File: config.mk
export PLATFORM = sky130hd
export DESIGN_NAME = dtt_timer_top
export DESIGN_NICKNAME = d
export VERILOG_FILES = /design/src/core/dtt_pkg.sv /design/src/core/dtt_channel.sv /design/src/core/dtt_timer_top.sv
export SDC_FILE = /design/constraint.sdc
export NUM_CORES = 1
export LEC_CHECK = 0
export BUFFER_PORTS_ARGS = -buffer_cell sky130_fd_sc_hd__buf_2
export CAP_MARGIN = 20
export CORE_ASPECT_RATIO = 1.25
export CORE_MARGIN = 5
export CORE_UTILIZATION = 55
export DETAILED_ROUTE_END_ITERATION = 8
export PLACE_DENSITY = 0.77
export SLEW_MARGIN = 10
export SYNTH_ARGS = -nofsm -noshare
export SYNTH_HDL_FRONTEND = slang
export SYNTH_SLANG_ARGS = --single-unit
File: constraint.sdc
create_clock -name pclk -period 2.7 [get_ports pclk]
set_input_delay 0.135 -clock pclk [delete_from_list [all_inputs] [get_ports pclk]]
set_output_delay 0.135 -clock pclk [all_outputs]
set_load 0.1 [all_outputs]
File: src/core/dtt_pkg.sv
// Purpose: Shared constants and carrier types for the dual interval timer.
// Assumes: APB slave with 32-bit data, word aligned registers.
// Notes:   Byte addresses below are low address bits of the APB window.
package dtt_pkg;

  localparam int unsigned NUM_TIMERS = 2;
  localparam int unsigned DATA_W     = 32;
  localparam int unsigned ADDR_W     = 16;

  localparam logic [ADDR_W-1:0] OFS_MODE   = 16'h6000;
  localparam logic [ADDR_W-1:0] OFS_RELOAD0 = 16'h6004;
  localparam logic [ADDR_W-1:0] OFS_RELOAD1 = 16'h6008;
  localparam logic [ADDR_W-1:0] OFS_COUNT0 = 16'h600c;
  localparam logic [ADDR_W-1:0] OFS_COUNT1 = 16'h6010;
  localparam logic [ADDR_W-1:0] OFS_ENABLE = 16'h6014;
  localparam logic [ADDR_W-1:0] OFS_STATUS = 16'h6018;
  localparam logic [ADDR_W-1:0] OFS_MASK   = 16'h601c;

  // Mode register: bit n selects toggle mode for timer n
  localparam int unsigned MODE_TOGGLE_POS = 0;
  // Enable register: bit n starts timer n
  localparam int unsigned ENABLE_POS      = 0;
  // Status and mask registers: bit n is the time-out event of timer n
  localparam int unsigned EVENT_POS       = 0;

  localparam logic [31:0] RST_MODE   = 32'h0000_0000;
  localparam logic [31:0] RST_RELOAD = 32'h0000_0000;
  localparam logic [31:0] RST_COUNT  = 32'hffff_ffff;
  localparam logic [31:0] RST_ENABLE = 32'h0000_0000;
  localparam logic [31:0] RST_STATUS = 32'h0000_0000;
  localparam logic [31:0] RST_MASK   = 32'h0000_0000;
  localparam logic [31:0] READ_ZERO  = 32'h0000_0000;

  // Bus access takes one wait state before pready
  localparam int unsigned APB_WAIT_CYCLES = 1;

  typedef struct packed {
    logic        enable;
    logic        toggle;
    logic [31:0] reload;
  } dtt_chan_cfg_type;

  typedef struct packed {
    logic        wr;
    logic [31:0] data;
  } dtt_cnt_wr_type;

endpackage

File: src/core/dtt_channel.sv
// Purpose: One 32-bit down counter with interval and toggle output modes.
// Assumes: Config comes from registers on the same clock.
// Notes:   All outputs are flip-flops.
module dtt_channel
  import dtt_pkg::*;
(
  input  wire logic             pclk,     // System clock
  input  wire logic             presetn,  // Async reset, active low
  input  wire dtt_chan_cfg_type cfg,      // Enable, mode, reload value
  input  wire dtt_cnt_wr_type   cnt_wr,   // Software write to count
  output logic [31:0]           count_q,  // Current count
  output logic                  expire_q, // Time-out pulse, one cycle
  output logic                  out_q     // Timer output pin
);

  logic enable_q;
  logic toggle_q;
  logic start;
  logic expire;

  assign start  = cfg.enable && !enable_q;
  assign expire = cfg.enable && !start && (count_q == 32'h0000_0000);

  always_ff @(posedge pclk or negedge presetn) begin
    if (!presetn) begin
      enable_q <= 1'b0;
    end else begin
      enable_q <= cfg.enable;
    end
  end

  // Software write wins over counting so a preset is never lost
  always_ff @(posedge pclk or negedge presetn) begin
    if (!presetn) begin
      count_q <= RST_COUNT;
    end else if (cnt_wr.wr) begin
      count_q <= cnt_wr.data;
    end else if (start) begin
      count_q <= cfg.reload;
    end else if (expire) begin
      count_q <= cfg.reload;
    end else if (cfg.enable) begin
      count_q <= count_q - 32'h0000_0001;
    end
  end

  always_ff @(posedge pclk or negedge presetn) begin
    if (!presetn) begin
      expire_q <= 1'b0;
    end else begin
      expire_q <= expire;
    end
  end

  always_ff @(posedge pclk or negedge presetn) begin
    if (!presetn) begin
      toggle_q <= 1'b0;
    end else if (expire) begin
      toggle_q <= !toggle_q;
    end
  end

  always_ff @(posedge pclk or negedge presetn) begin
    if (!presetn) begin
      out_q <= 1'b0;
    end else if (cfg.toggle) begin
      out_q <= toggle_q ^ expire;
    end else begin
      out_q <= expire;
    end
  end

endmodule

File: src/core/dtt_timer_top.sv
// Purpose: Two independent 32-bit timers behind an APB register slave.
// Assumes: Single clock; APB master follows APB3 signalling.
// Notes:   Every access sees one wait state; unmapped access sets pslverr.
//
// The APB interface to the registers was left to the implementer.

module dtt_timer_top
  import dtt_pkg::*;
#(
  parameter int unsigned TIMERS = NUM_TIMERS // Number of timers
)
(
  input  wire logic              pclk,          // System clock, 100 MHz
  input  wire logic              presetn,       // Async reset, active low
  input  wire logic [ADDR_W-1:0] paddr,         // APB byte address
  input  wire logic              psel,          // APB select
  input  wire logic              penable,       // APB access phase
  input  wire logic              pwrite,        // APB write when high
  input  wire logic [31:0]       pwdata,        // APB write data
  output logic [31:0]            prdata,        // APB read data
  output logic                   pready,        // APB ready
  output logic                   pslverr,       // APB error, unmapped
  output logic [TIMERS-1:0]      timer_n_output, // Timer output pins
  output logic [TIMERS-1:0]      timer_n_irq,   // Time-out pulses
  output logic                   irq            // Level interrupt
);

  // Register storage
  logic [31:0]       timer_mode_ctrl_q;
  logic [TIMERS-1:0] timer_enable_ctrl_q;
  logic [31:0]       reload_q [TIMERS];
  logic [TIMERS-1:0] irq_status_q;
  logic [TIMERS-1:0] irq_mask_q;

  // Bus handshake
  logic              access;
  logic              commit;
  logic              wr_commit;
  logic              hit;
  logic [31:0]       rdata;
  logic              wr_mode;
  logic              wr_enable;
  logic              wr_status;
  logic              wr_mask;
  logic              rd_fetch;
  logic              bad_access;

  // Per-timer wiring
  logic [31:0]       count [TIMERS];
  logic [TIMERS-1:0] expire;
  logic [TIMERS-1:0] tout;
  logic [TIMERS-1:0] reload_hit;
  logic [TIMERS-1:0] count_hit;
  logic [TIMERS-1:0] status_d;
  logic [TIMERS-1:0] wr_reload;
  logic [TIMERS-1:0] wr_count;
  logic [TIMERS-1:0] clr_status;

  dtt_chan_cfg_type  cfg [TIMERS];
  dtt_cnt_wr_type    cnt_wr [TIMERS];

  // Access phase, first cycle: answer is registered one edge later
  assign access    = psel && penable && !pready;
  // Effect happens only on the edge where pready is seen high
  assign commit    = psel && penable && pready;
  assign wr_commit = commit && pwrite && !pslverr;

  // One write strobe per target keeps every register on the same commit
  assign wr_mode    = wr_commit && (paddr == OFS_MODE);
  assign wr_enable  = wr_commit && (paddr == OFS_ENABLE);
  assign wr_status  = wr_commit && (paddr == OFS_STATUS);
  assign wr_mask    = wr_commit && (paddr == OFS_MASK);
  // Read data and error are decided in the first access cycle
  assign rd_fetch   = access && !pwrite && hit;
  assign bad_access = access && !hit;

  generate
    for (genvar n = 0; n < TIMERS; n++) begin : g_timer
      assign reload_hit[n] = (paddr == OFS_RELOAD0 +
                              ADDR_W'(4 * n));
      assign count_hit[n]  = (paddr == OFS_COUNT0 +
                              ADDR_W'(4 * n));
      assign wr_reload[n]  = wr_commit && reload_hit[n];
      assign wr_count[n]   = wr_commit && count_hit[n];
      assign clr_status[n] = wr_status && pwdata[EVENT_POS + n];

      assign cfg[n].enable = timer_enable_ctrl_q[n];
      assign cfg[n].toggle =
        timer_mode_ctrl_q[MODE_TOGGLE_POS + n];
      assign cfg[n].reload = reload_q[n];

      assign cnt_wr[n].wr   = wr_count[n];
      assign cnt_wr[n].data = pwdata;

      // Reload is plain storage; changing it mid-run takes effect at
      // the next expiry, which is why software should stop first
      always_ff @(posedge pclk or negedge presetn) begin
        if (!presetn) begin
          reload_q[n] <= RST_RELOAD;
        end else if (wr_reload[n]) begin
          reload_q[n] <= pwdata;
        end
      end

      // Disabling only freezes the count; no reload here
      dtt_channel u_channel (
        .pclk     (pclk),
        .presetn  (presetn),
        .cfg      (cfg[n]),
        .cnt_wr   (cnt_wr[n]),
        .count_q  (count[n]),
        .expire_q (expire[n]),
        .out_q    (tout[n])
      );

      // Set wins over a write-one-to-clear in the same cycle
      assign status_d[n] = expire[n] ||
        (irq_status_q[n] && !clr_status[n]);
    end
  endgenerate

  // Address decode
  always_comb begin
    hit = 1'b0;
    case (paddr)
      OFS_MODE,
      OFS_ENABLE,
      OFS_STATUS,
      OFS_MASK: begin
        hit = 1'b1;
      end
      default: begin
        hit = |reload_hit || |count_hit;
      end
    endcase
  end

  // Read mux, narrower fields sit in low bits
  always_comb begin
    rdata = READ_ZERO;
    case (paddr)
      OFS_MODE: begin
        rdata = timer_mode_ctrl_q;
      end
      OFS_ENABLE: begin
        rdata[ENABLE_POS +: TIMERS] = timer_enable_ctrl_q;
      end
      OFS_STATUS: begin
        rdata[EVENT_POS +: TIMERS] = irq_status_q;
      end
      OFS_MASK: begin
        rdata[EVENT_POS +: TIMERS] = irq_mask_q;
      end
      default: begin
        for (int i = 0; i < TIMERS; i++) begin
          if (reload_hit[i]) begin
            rdata = reload_q[i];
          end
          if (count_hit[i]) begin
            rdata = count[i];
          end
        end
      end
    endcase
  end

  // APB answer: pready rises one cycle into the access phase
  always_ff @(posedge pclk or negedge presetn) begin
    if (!presetn) begin
      pready <= 1'b0;
    end else begin
      pready <= access;
    end
  end

  always_ff @(posedge pclk or negedge presetn) begin
    if (!presetn) begin
      pslverr <= 1'b0;
    end else begin
      pslverr <= bad_access;
    end
  end

  // Read data is captured with pready so it stands for the sampling edge
  always_ff @(posedge pclk or negedge presetn) begin
    if (!presetn) begin
      prdata <= READ_ZERO;
    end else if (rd_fetch) begin
      prdata <= rdata;
    end else if (access) begin
      prdata <= READ_ZERO;
    end
  end

  // Mode register
  always_ff @(posedge pclk or negedge presetn) begin
    if (!presetn) begin
      timer_mode_ctrl_q <= RST_MODE;
    end else if (wr_mode) begin
      timer_mode_ctrl_q <= pwdata;
    end
  end

  // Enable register
  always_ff @(posedge pclk or negedge presetn) begin
    if (!presetn) begin
      timer_enable_ctrl_q <= RST_ENABLE[TIMERS-1:0];
    end else if (wr_enable) begin
      timer_enable_ctrl_q <= pwdata[ENABLE_POS +: TIMERS];
    end
  end

  // Interrupt status, sticky
  always_ff @(posedge pclk or negedge presetn) begin
    if (!presetn) begin
      irq_status_q <= RST_STATUS[TIMERS-1:0];
    end else begin
      irq_status_q <= status_d;
    end
  end

  // Interrupt mask
  always_ff @(posedge pclk or negedge presetn) begin
    if (!presetn) begin
      irq_mask_q <= RST_MASK[TIMERS-1:0];
    end else if (wr_mask) begin
      irq_mask_q <= pwdata[EVENT_POS +: TIMERS];
    end
  end

  // Level interrupt from next status so it is not a cycle late
  always_ff @(posedge pclk or negedge presetn) begin
    if (!presetn) begin
      irq <= 1'b0;
    end else begin
      irq <= |(status_d & irq_mask_q);
    end
  end

  // Output pins and raw request pulses, re-timed by one flop
  always_ff @(posedge pclk or negedge presetn) begin
    if (!presetn) begin
      timer_n_output <= '0;
    end else begin
      timer_n_output <= tout;
    end
  end

  always_ff @(posedge pclk or negedge presetn) begin
    if (!presetn) begin
      timer_n_irq <= '0;
    end else begin
      timer_n_irq <= expire;
    end
  end

endmodule

After elaboration in Yosys (flattened, before gate mapping)
Cells that the tools add are included.
Word-level totals
  register bits: 213
  word-level logic and storage cells: 105
Operators by class
  mux-type cells: 19
  bitwise gates (word level): 3
  $add $sub $neg: 2
  equality and inequality tests: 8
  reductions and logical operators: 51
Operators by type and width (number)
  $mux W32: 14
  $eq A16 B15 Y1 const B: 8
  $logic_not A32 Y1: 2
  $sub A32 B1 Y32 const B: 2
  $pmux W30 S2: 1
  $logic_and A1 B1 Y1: 26
  $logic_not A1 Y1: 12
  $pmux W2 S4: 1
  $reduce_bool A4 Y1: 2
  $reduce_or A2 Y1: 3
  $reduce_or A4 Y1: 1
  $logic_or A1 B1 Y1: 3
  $mux W1: 3
  $reduce_or A3 Y1: 1
  $and A2 B2 Y2: 1
  $reduce_bool A2 Y1: 1
  $xor A1 B1 Y1: 2

Logic depth before layout (Yosys ltp)
Gate-level depths: netlist of the first run.
  depth in word-level cells: 11
  depth in mapped cells: 10

Cells and area by module
From an unflattened synthesis of the first run, not the netlist that was laid out.
Second synthesis, totals
  cells, all modules: 1124
  area total of the unflattened synthesis: 11782.6 µm²
Modules (own cells, without submodules)
  dtt_timer_top: cells an instance 528, area each 6586.3 µm², times used 1, sequential area each 3528.4 µm²
  dtt_channel (g_timer[0].u_channel): cells an instance 306, area each 2687.6 µm², times used 1, sequential area each 940.9 µm²
  dtt_channel (g_timer[1].u_channel): cells an instance 290, area each 2508.7 µm², times used 1, sequential area each 940.9 µm²

Worst setup path before layout of the first run
Ideal clock, no wire load.
  kind: flip-flop to flip-flop
  start: register g_timer[0].u_channel.count_q[0]
  end: register g_timer[0].u_channel.count_q[21]
  period minus slack after synthesis: 2.739 ns
  data arrival time: 2.656 ns
  path buffers: 2
  stages on the path, launching flop included: 11
  path slack: -0.039 ns
  cell sequence: dfstp_2 -> inv_1 -> ha_1 -> or4b_1 -> or4_4 -> buf_6 -> or3_1 -> buf_6 -> nand2_8 -> nor2_4 -> a221o_1
On the way
  cells in the longest elaborated chain, start to end: 5
  elaborated cells between the ends (all ways): 8
  those cells by class: add/sub (1); mux (4); reduce/logical (3)
RTL lines
  start: declaration: RTL line dtt_channel.sv:11  | output logic [31:0] count_q,
  start signal: assignment: RTL line dtt_channel.sv:37  | count_q <= cnt_wr.data;
  start signal: assignment: RTL line dtt_channel.sv:39  | count_q <= cfg.reload;
  start signal: assignment: RTL line dtt_channel.sv:41  | count_q <= cfg.reload;
  $sub A32 B1 Y32 or $logic_not A32 Y1 (tied branches): RTL line dtt_channel.sv:43, dtt_channel.sv:22
  $mux W32 or $logic_and A1 B1 Y1 (tied branches): RTL line dtt_channel.sv:42, dtt_channel.sv:22
  $mux W32: RTL line dtt_channel.sv:40  | end else if (expire) begin
  $mux W32: RTL line dtt_channel.sv:38  | end else if (start) begin
  $mux W32: RTL line dtt_channel.sv:36  | end else if (cnt_wr.wr) begin
Parallel ways exist; a longest one is shown, timed or not. The select of a mux whose other input is x is not followed.
A chain may end at the register's enable or synchronous reset.

Worst setup path after layout of the first run
  start: register g_timer[0].u_channel.count_q[0]
  end: register g_timer[0].u_channel.count_q[27]
Same word-level chain as after synthesis.

==> impl_metrics.json, run 1 <==
{
  "timing.final.setup_violations": 0,
  "detail_route.vias_per_cell": 6.57,
  "synth_flop_cell": "sky130_fd_sc_hd__dfrtp_1",
  "synth.ff_latch_count": 213,
  "min_from": "paddr[0]",
  "tritoncts": "built",
  "place_inst": 1449,
  "areaGrowthSynthToFinish_pct": 20.0,
  "grtUsageTotal_pct": 29.6,
  "layout.cells.non_filler": 1524,
  "synth-edff-count": 0,
  "io-pin-count": 92,
  "drt_pass1_iterations": 6,
  "remaining_drc_errors": 0,
  "timing.critical_path.required_ns": 3.14,
  "die_width_um": 138,
  "async_flop_share_pct": 100,
  "row_count": 58,
  "run_status": "finished, final reports clean",
  "first_global_vias": 10079,
  "hold_path_class": "in2reg",
  "post_layout_minimum_cycle_time_ns": 2.60,
  "fin_total_pwr_uw": 6630,
  "cts_inserted_buffers": 22,
  "num_antenna_cells": 0,
  "final_antenna_net_count": 0,
  "timing.critical_path.from_type": "flop",
  "clk_latency_ns": 0.51,
  "synth_top_area_share_pct": 32.9,
  "timing.reg2reg.worst_path_depth": 8,
  "drive_above_1_share_pct": 30.7,
  "timing.hold.ws_ns": 0.0441,
  "crit-reg2reg-capture": "g_timer[0].u_channel.count_q[27]",
  "fin_area_um2": 13600,
  "postSynthNetCount": 1158,
  "fmaxAchievable_mhz": 384,
  "area_enclosed_by_the_die_boundary_um2": 23600,
  "cts_sinks": 213,
  "routed_wirelength_um": 35000,
  "worstSetupPathType": "reg2reg",
  "clock_skew_ns": 0.0115,
  "largest_net_degree_at_the_start_of_global_routing": 64,
  "worstPathArrival_ns": 3.04,
  "antenna_found_initial": 0,
  "nets": 1293,
  "die_height_um": 170,
  "peakVddDrop_mv": 0.491,
  "core_region_area_um2": 20200,
  "grt-ovfl-total": 0,
  "clk_root_buffer_cell": "sky130_fd_sc_hd__clkbuf_16",
  "timing_worst_slew_pin_value_ns": 0.656,
  "worst_path_max_fanout": 6,
  "grt_pass1_wl_um": 56500,
  "drt_iter0_drc": 896,
  "timing_hold_violations_final": 0,
  "ys_types": 64,
  "gp_routability_congestion": 0.948,
  "initial_core_util_pct": 56.2,
  "cts_htree_levels": 1,
  "ctsLongestPathBuffers": 3,
  "synthesis.yosys.warnings": 0,
  "synth.avg_cell_area_um2": 10.3,
  "reg2reg_slack_ns": 0.1,
  "numPortBuffers": 91,
  "period_share_pct": 96.5,
  "cell_count_after_synthesis": 1103,
  "detailedPlacementHpwl_um": 23800,
  "min_path_cells": 3,
  "cp-end-kind": "flop",
  "synth.top_cells.by_area": "sky130_fd_sc_hd__dfrtp_1, sky130_fd_sc_hd__dfstp_2, sky130_fd_sc_hd__mux2_2",
  "area_of_the_mapped_netlist_um2": 11300,
  "worstHoldEndpoint": "pslverr",
  "report.final.slew_viol_count": 0,
  "leakagePower_uw": 0.00612,
  "critical_path.reg2reg.startpoint": "g_timer[0].u_channel.count_q[0]",
  "clk_pin_slew_worst_paths_ns": 0.07,
  "power_density_nw_per_um2": 488,
  "placed_area_um2": 12500,
  "synth_top_area_cell": "sky130_fd_sc_hd__dfrtp_1",
  "max_cap_viol_count": 0,
  "post_drt_wl_per_cell_um": 23.0,
  "timing.max_slew.rel_slack_pct": 56.2,
  "vias": 10006,
  "seq_area_frac_synth_pct": 47.8
}
==> worst max path at each step <==
stage,startpoint,slack [ns],end
floorplan,g_timer[0].u_channel.count_q[0],0.004,g_timer[0].u_channel.count_q[21]
global placement,g_timer[0].u_channel.count_q[0],-0.02,g_timer[0].u_channel.count_q[23]
detailed placement,g_timer[0].u_channel.count_q[0],-0.08,g_timer[0].u_channel.count_q[29]
CTS,g_timer[0].u_channel.count_q[0],0.05,g_timer[0].u_channel.count_q[29]
global route,g_timer[0].u_channel.count_q[17],-0.003,g_timer[0].u_channel.count_q[1]
finish,g_timer[0].u_channel.count_q[0],0.1,g_timer[0].u_channel.count_q[27]
==> layout by cell type (no fill, tap or decap), types with 9 or more instances in the layout <==
cell / synthesis / layout
sky130_fd_sc_hd__dfstp_2: 64 / 64
sky130_fd_sc_hd__or4_1: 10 / 9
sky130_fd_sc_hd__nand2_1: 52 / 52
sky130_fd_sc_hd__xnor2_1: 24 / 24
sky130_fd_sc_hd__mux2i_1: 13 / 13
sky130_fd_sc_hd__a221oi_1: 31 / 30
sky130_fd_sc_hd__a21oi_1: 59 / 59
sky130_fd_sc_hd__dfrtp_1: 149 / 149
sky130_fd_sc_hd__o21ai_0: 86 / 86
sky130_fd_sc_hd__nand3_1: 43 / 42
sky130_fd_sc_hd__nor4_1: 18 / 17
sky130_fd_sc_hd__nand4_1: 12 / 12
sky130_fd_sc_hd__o22ai_1: 9 / 9
sky130_fd_sc_hd__nor3_1: 48 / 45
sky130_fd_sc_hd__nor2_1: 46 / 45
sky130_fd_sc_hd__dlygate4sd3_1: 0 / 33
sky130_fd_sc_hd__buf_4: 0 / 64
sky130_fd_sc_hd__mux2_2: 102 / 102
sky130_fd_sc_hd__clkbuf_16: 0 / 23
sky130_fd_sc_hd__nor3b_1: 31 / 31
sky130_fd_sc_hd__a31oi_1: 11 / 11
sky130_fd_sc_hd__a22oi_1: 31 / 31
sky130_fd_sc_hd__buf_2: 7 / 90
sky130_fd_sc_hd__xor2_1: 30 / 30
sky130_fd_sc_hd__or3_1: 29 / 28
sky130_fd_sc_hd__o221ai_1: 31 / 31
==> cells by family after synthesis <==
logic type	synth area share, %
AND/OR/NAND/NOR	15.9
AO/OA/AOI/OAI	17.2
flip-flops	47.8
multiplexers	11.4
buffers and inverters	3.36
XOR/XNOR	4.17
adder cells (fa/ha/maj)	0.221
==> power by group <==
group	internal [uW]	switching, uW	leakage (uW)
Clock	1890	1280	0.000368
Sequential	3200	1.45	0.00274
Combinational	82.9	171	0.00301
Total	5170	1450	0.00612
==> registers in the layout (all words and copies together), names as in the netlist, 32 cells and up <==
name,cells
cfg,64
timer_mode_ctrl_q,32
g_timer.u_channel.count_q,64
prdata,32
==> per-stage QoR <==
| step | TNS (ns) | utilization [%] | setup WS (ns) |
|---|---|---|---|
| after floorplan | 0 | - | 0.00371 |
| after global placement | -0.0891 | 61.8 | -0.0202 |
| after detailed placement | -0.371 | 61.8 | -0.0777 |
| after CTS | 0 | 67.2 | 0.0532 |
| after global routing | -0.00331 | 67.4 | -0.00331 |
| final | 0 | 67.4 | 0.0953 |
==> worst max-delay path, stage by stage, from the launching register on <==
cell and delay [ns]:
sky130_fd_sc_hd__dfstp_2 0.37, sky130_fd_sc_hd__inv_1 0.07, sky130_fd_sc_hd__ha_2 0.17, sky130_fd_sc_hd__or4b_4 0.46, sky130_fd_sc_hd__or4_4 0.48, sky130_fd_sc_hd__or3_4 0.48
sky130_fd_sc_hd__a21oi_4 0.29, sky130_fd_sc_hd__a221oi_1 0.12, sky130_fd_sc_hd__o21ai_0 0.10
==> layer usage <==
layer	wire, um	track usage [%]
met4	1500	13.1
met5	0	0
met2	17700	51.3
met1	13600	37.2
met3	2220	3.93
==> Yosys cell counts, drive strengths merged, types with 7 or more instances <==
| cell type | n |
|---|---|
| nand2b | 7 |
| clkbuf | 73 |
| inv | 8 |
| dfrtp | 149 |
| xor2 | 30 |
| o22ai | 9 |
| mux2 | 103 |
| or3 | 29 |
| nand3 | 43 |
| nand2 | 53 |
| a221oi | 31 |
| a22oi | 31 |
| o21ai | 88 |
| buf | 13 |
| dfstp | 64 |
| nor2 | 47 |
| a31oi | 11 |
| a21oi | 60 |
| nor4 | 18 |
| mux2i | 13 |
| o221ai | 31 |
| xnor2 | 24 |
| nand4 | 12 |
| or4 | 11 |
| nor3 | 49 |
| nor3b | 31 |
==> cell type report <==
type	count	area, um^2
fillers	1590	6580
multi-input cells	795	5610
flip-flops and latches	213	5410
repair buffers	197	1450
clock buffers	35	671
well taps	270	338
clock inverters	5	78.8
inverters	9	33.8
==> what timing repair did <==
item                                    in CTS  in global routing
pin swaps                                    0                  3
hold endpoints to repair                   203                  0
buffers inserted                             0                  2
hold buffers                                33                  0
endpoints found under the setup margin       7                 13
gates resized for setup                      1                  4
Note: power is estimated with default switching activity, not from simulation.
==> inputs of run 2 (changes only) <==
--- a/config.mk
+++ b/config.mk
@@ -5,6 +5,7 @@
 export SDC_FILE = /design/constraint.sdc
 export NUM_CORES = 1
 export LEC_CHECK = 0
+export ABC_AREA = 1
 export BUFFER_PORTS_ARGS = -buffer_cell sky130_fd_sc_hd__buf_2
 export CAP_MARGIN = 20
 export CORE_ASPECT_RATIO = 1.25
==> impl_metrics.json, run 2 <==
{
  "synth-edff-count": 0,
  "remaining_drc_errors": 0,
  "die_width_um": 145,
  "post_drt_wl_per_cell_um": 19.2,
  "detail_route.vias_per_cell": 5.72,
  "async_flop_share_pct": 100,
  "dp_worst_setup_slack_ns": 0.333,
  "leading_cell_types_in_the_layout_fill_and_taps_excluded": "sky130_fd_sc_hd__nand2_1, sky130_fd_sc_hd__nor2_1, sky130_fd_sc_hd__o21ai_0",
  "ctsLongestPathBuffers": 3,
  "area_of_the_mapped_netlist_um2": 12600,
  "numPortBuffers": 91,
  "cellInternalPower_uw": 5500,
  "synth_top_area_share_pct": 29.6,
  "clk_latency_ns": 0.55,
  "post_synth_most_frequent_cells": "sky130_fd_sc_hd__nand2_1, sky130_fd_sc_hd__nor2_1, sky130_fd_sc_hd__o21ai_0, sky130_fd_sc_hd__inv_1, sky130_fd_sc_hd__dfrtp_1",
  "cpMaxStageDelayCell": "sky130_fd_sc_hd__nor2_2",
  "report.final.slew_viol_count": 0,
  "grt-ovfl-total": 0,
  "critical-path-max-stage-delay_ns": 0.67,
  "drt_pass1_iterations": 6,
  "timing.critical_path.cells": "inv_1 -> ha_1 -> nand3_1 -> nor2_1 -> nand3_1 -> nor2_1 -> nor2_2 -> nand3_1 -> nand3_1 -> a21oi_1",
  "clock_skew_ns": 0.0318,
  "initial_core_util_pct": 55.2,
  "timing_hold_violations_final": 0,
  "postSynthNetCount": 1899,
  "multi_input_comb_area_um2": 6220,
  "core_region_area_um2": 22800,
  "vias": 12848,
  "rsz_0062_raised_after_global_routing": "no",
  "leakagePower_uw": 0.00663,
  "peakVddDrop_mv": 0.898,
  "grtUsageTotal_pct": 32.6,
  "die_height_um": 179,
  "drive_above_1_share_pct": 13.4,
  "ctsResizeCount": 0,
  "gp_routability_congestion": 1.01,
  "synth_top_area_cell": "sky130_fd_sc_hd__dfrtp_1",
  "timing.hold.ws_ns": 0.0166,
  "period_share_pct": 90.7,
  "fin_total_pwr_uw": 7110,
  "drt_iter0_drc": 1292,
  "setup-tns-final_ns": 0,
  "tritoncts": "built",
  "routed_wirelength_um": 43300,
  "hold_path_class": "in2reg",
  "max_cap_viol_count": 0,
  "nets": 1997,
  "grt_pass1_wl_um": 67300,
  "worst_path_max_fanout": 18,
  "cell_count_after_synthesis": 1844,
  "timing.critical_path.required_ns": 3.15,
  "cts_inserted_buffers": 24,
  "seq_power_share_pct": 45.0,
  "clock_network_fraction_of_design_power_pct": 51.1,
  "largest_net_degree_at_the_start_of_global_routing": 76,
  "timing_worst_slew_pin_value_ns": 0.874,
  "combinationalPowerShare_pct": 3.9,
  "synth.ff_latch_count": 213,
  "nFillCells": 2115,
  "sw_frac_of_total_pct": 22.7,
  "num_antenna_cells": 0,
  "row_count": 62,
  "clk_pin_slew_worst_paths_ns": 0.06,
  "timing.max_slew.rel_slack_pct": 41.7,
  "seq_area_frac_synth_pct": 43.0,
  "power_density_nw_per_um2": 489,
  "final_common_cell": "sky130_fd_sc_hd__nand2_1",
  "cts_sinks": 213,
  "synth.top_cells.by_area": "sky130_fd_sc_hd__dfrtp_1, sky130_fd_sc_hd__nand2_1, sky130_fd_sc_hd__dfstp_2",
  "post_layout_minimum_cycle_time_ns": 2.45,
  "worstPathArrival_ns": 2.90,
  "antenna_found_initial": 0,
  "cts_htree_levels": 1,
  "detailedPlacementHpwl_um": 31200,
  "post-route-util_pct": 63.8,
  "setup_slack_ns": 0.250,
  "fmaxAchievable_mhz": 408,
  "cp-end-kind": "flop",
  "synth_flop_cell": "sky130_fd_sc_hd__dfrtp_1",
  "area_enclosed_by_the_die_boundary_um2": 26000,
  "timing.critical_path.mode_cell": "sky130_fd_sc_hd__nand3_1",
  "run_status": "finished, final reports clean",
  "count_leader_synth": "sky130_fd_sc_hd__nand2_1",
  "worstSetupPathType": "reg2reg",
  "synth.avg_cell_area_um2": 6.83,
  "timing.critical_path.from_type": "flop",
  "clk_root_buffer_cell": "sky130_fd_sc_hd__clkbuf_16",
  "timing.final.setup_violations": 0,
  "ys_types": 34,
  "areaGrowthSynthToFinish_pct": 15.6,
  "io-pin-count": 92,
  "synthesis.yosys.warnings": 0,
  "first_global_vias": 12026,
  "area.sequential_um2": 5410,
  "final_antenna_net_count": 0,
  "netSwitchingPower_uw": 1620
}
## run 2: per-layer routing
layer,routed length [um],share of wire (%),vias to the layer above,GRT usage [%]
met5,0,0,-,0
met4,1470,3.4,0,10.8
met3,4080,9.4,98,7.56
met2,19900,46,611,52.4
met1,17800,41,6025,43.7
li1,-,-,6114,-
## run 2: final timing paths
kind	from	end	slack, ns	depth (start not counted)
max in group asynchronous	presetn	g_timer[1].u_channel.count_q[31]	1.64	3
min	pwdata[11]	timer_mode_ctrl_q[11]	0.02	3
min in group asynchronous	presetn	timer_mode_ctrl_q[0]	0.14	2
min reg2reg	g_timer[1].u_channel.out_q	timer_n_output[1]	0.36	0
max	g_timer[0].u_channel.count_q[0]	g_timer[0].u_channel.count_q[25]	0.25	10
max reg2reg	g_timer[0].u_channel.count_q[0]	g_timer[0].u_channel.count_q[25]	0.25	10
## run 2: cells by family after synthesis
logic type | share of synthesized area (%)
AND/OR/NAND/NOR | 33.4
AO/OA/AOI/OAI | 13.2
buffers and inverters | 7.77
flip-flops | 43.0
XOR/XNOR | 2.44
adder cells (fa/ha/maj) | 0.199
## run 2: stage by stage
step,instances,instance area [um^2]
after floorplan,1844,12600
after global placement,2180,13400
after detailed placement,2180,13400
after CTS,2248,14500
after global routing,2248,14500
final,2248,14500
## run 2: area by class of cell
cell class | count | area share (%)
multi-input cells | 1384 | 42.7
flip-flops and latches | 213 | 37.2
repair buffers | 158 | 7.41
clock buffers | 30 | 4.56
inverters | 161 | 4.15
well taps | 288 | 2.48
clock inverters | 14 | 1.46
## run 2: power by group through the flow
stage | Combinational, uW | Sequential, uW | Clock (uW)
2_1_floorplan | 57.9 | 3270 | 0
3_3_place_gp | 245 | 3260 | 0
3_5_place_dp | 248 | 3260 | 0
4_1_cts | 275 | 3200 | 3670
5_1_grt | 299 | 3200 | 3810
6_report | 275 | 3200 | 3640
## run 2: worst max-delay path, delay by kind of cell, from the launching register on
kind                     cells  cell delay [ns]
AND/OR/NAND/NOR              7             1.39
flip-flops                   1             0.54
adder cells (fa/ha/maj)      1             0.24
buffers and inverters        1             0.11
AO/OA/AOI/OAI                1             0.06
## run 2: timing repair
action,4_1_cts,5_1_grt
endpoints found under the hold margin,113,0
setup buffers,0,0
hold buffers,24,0
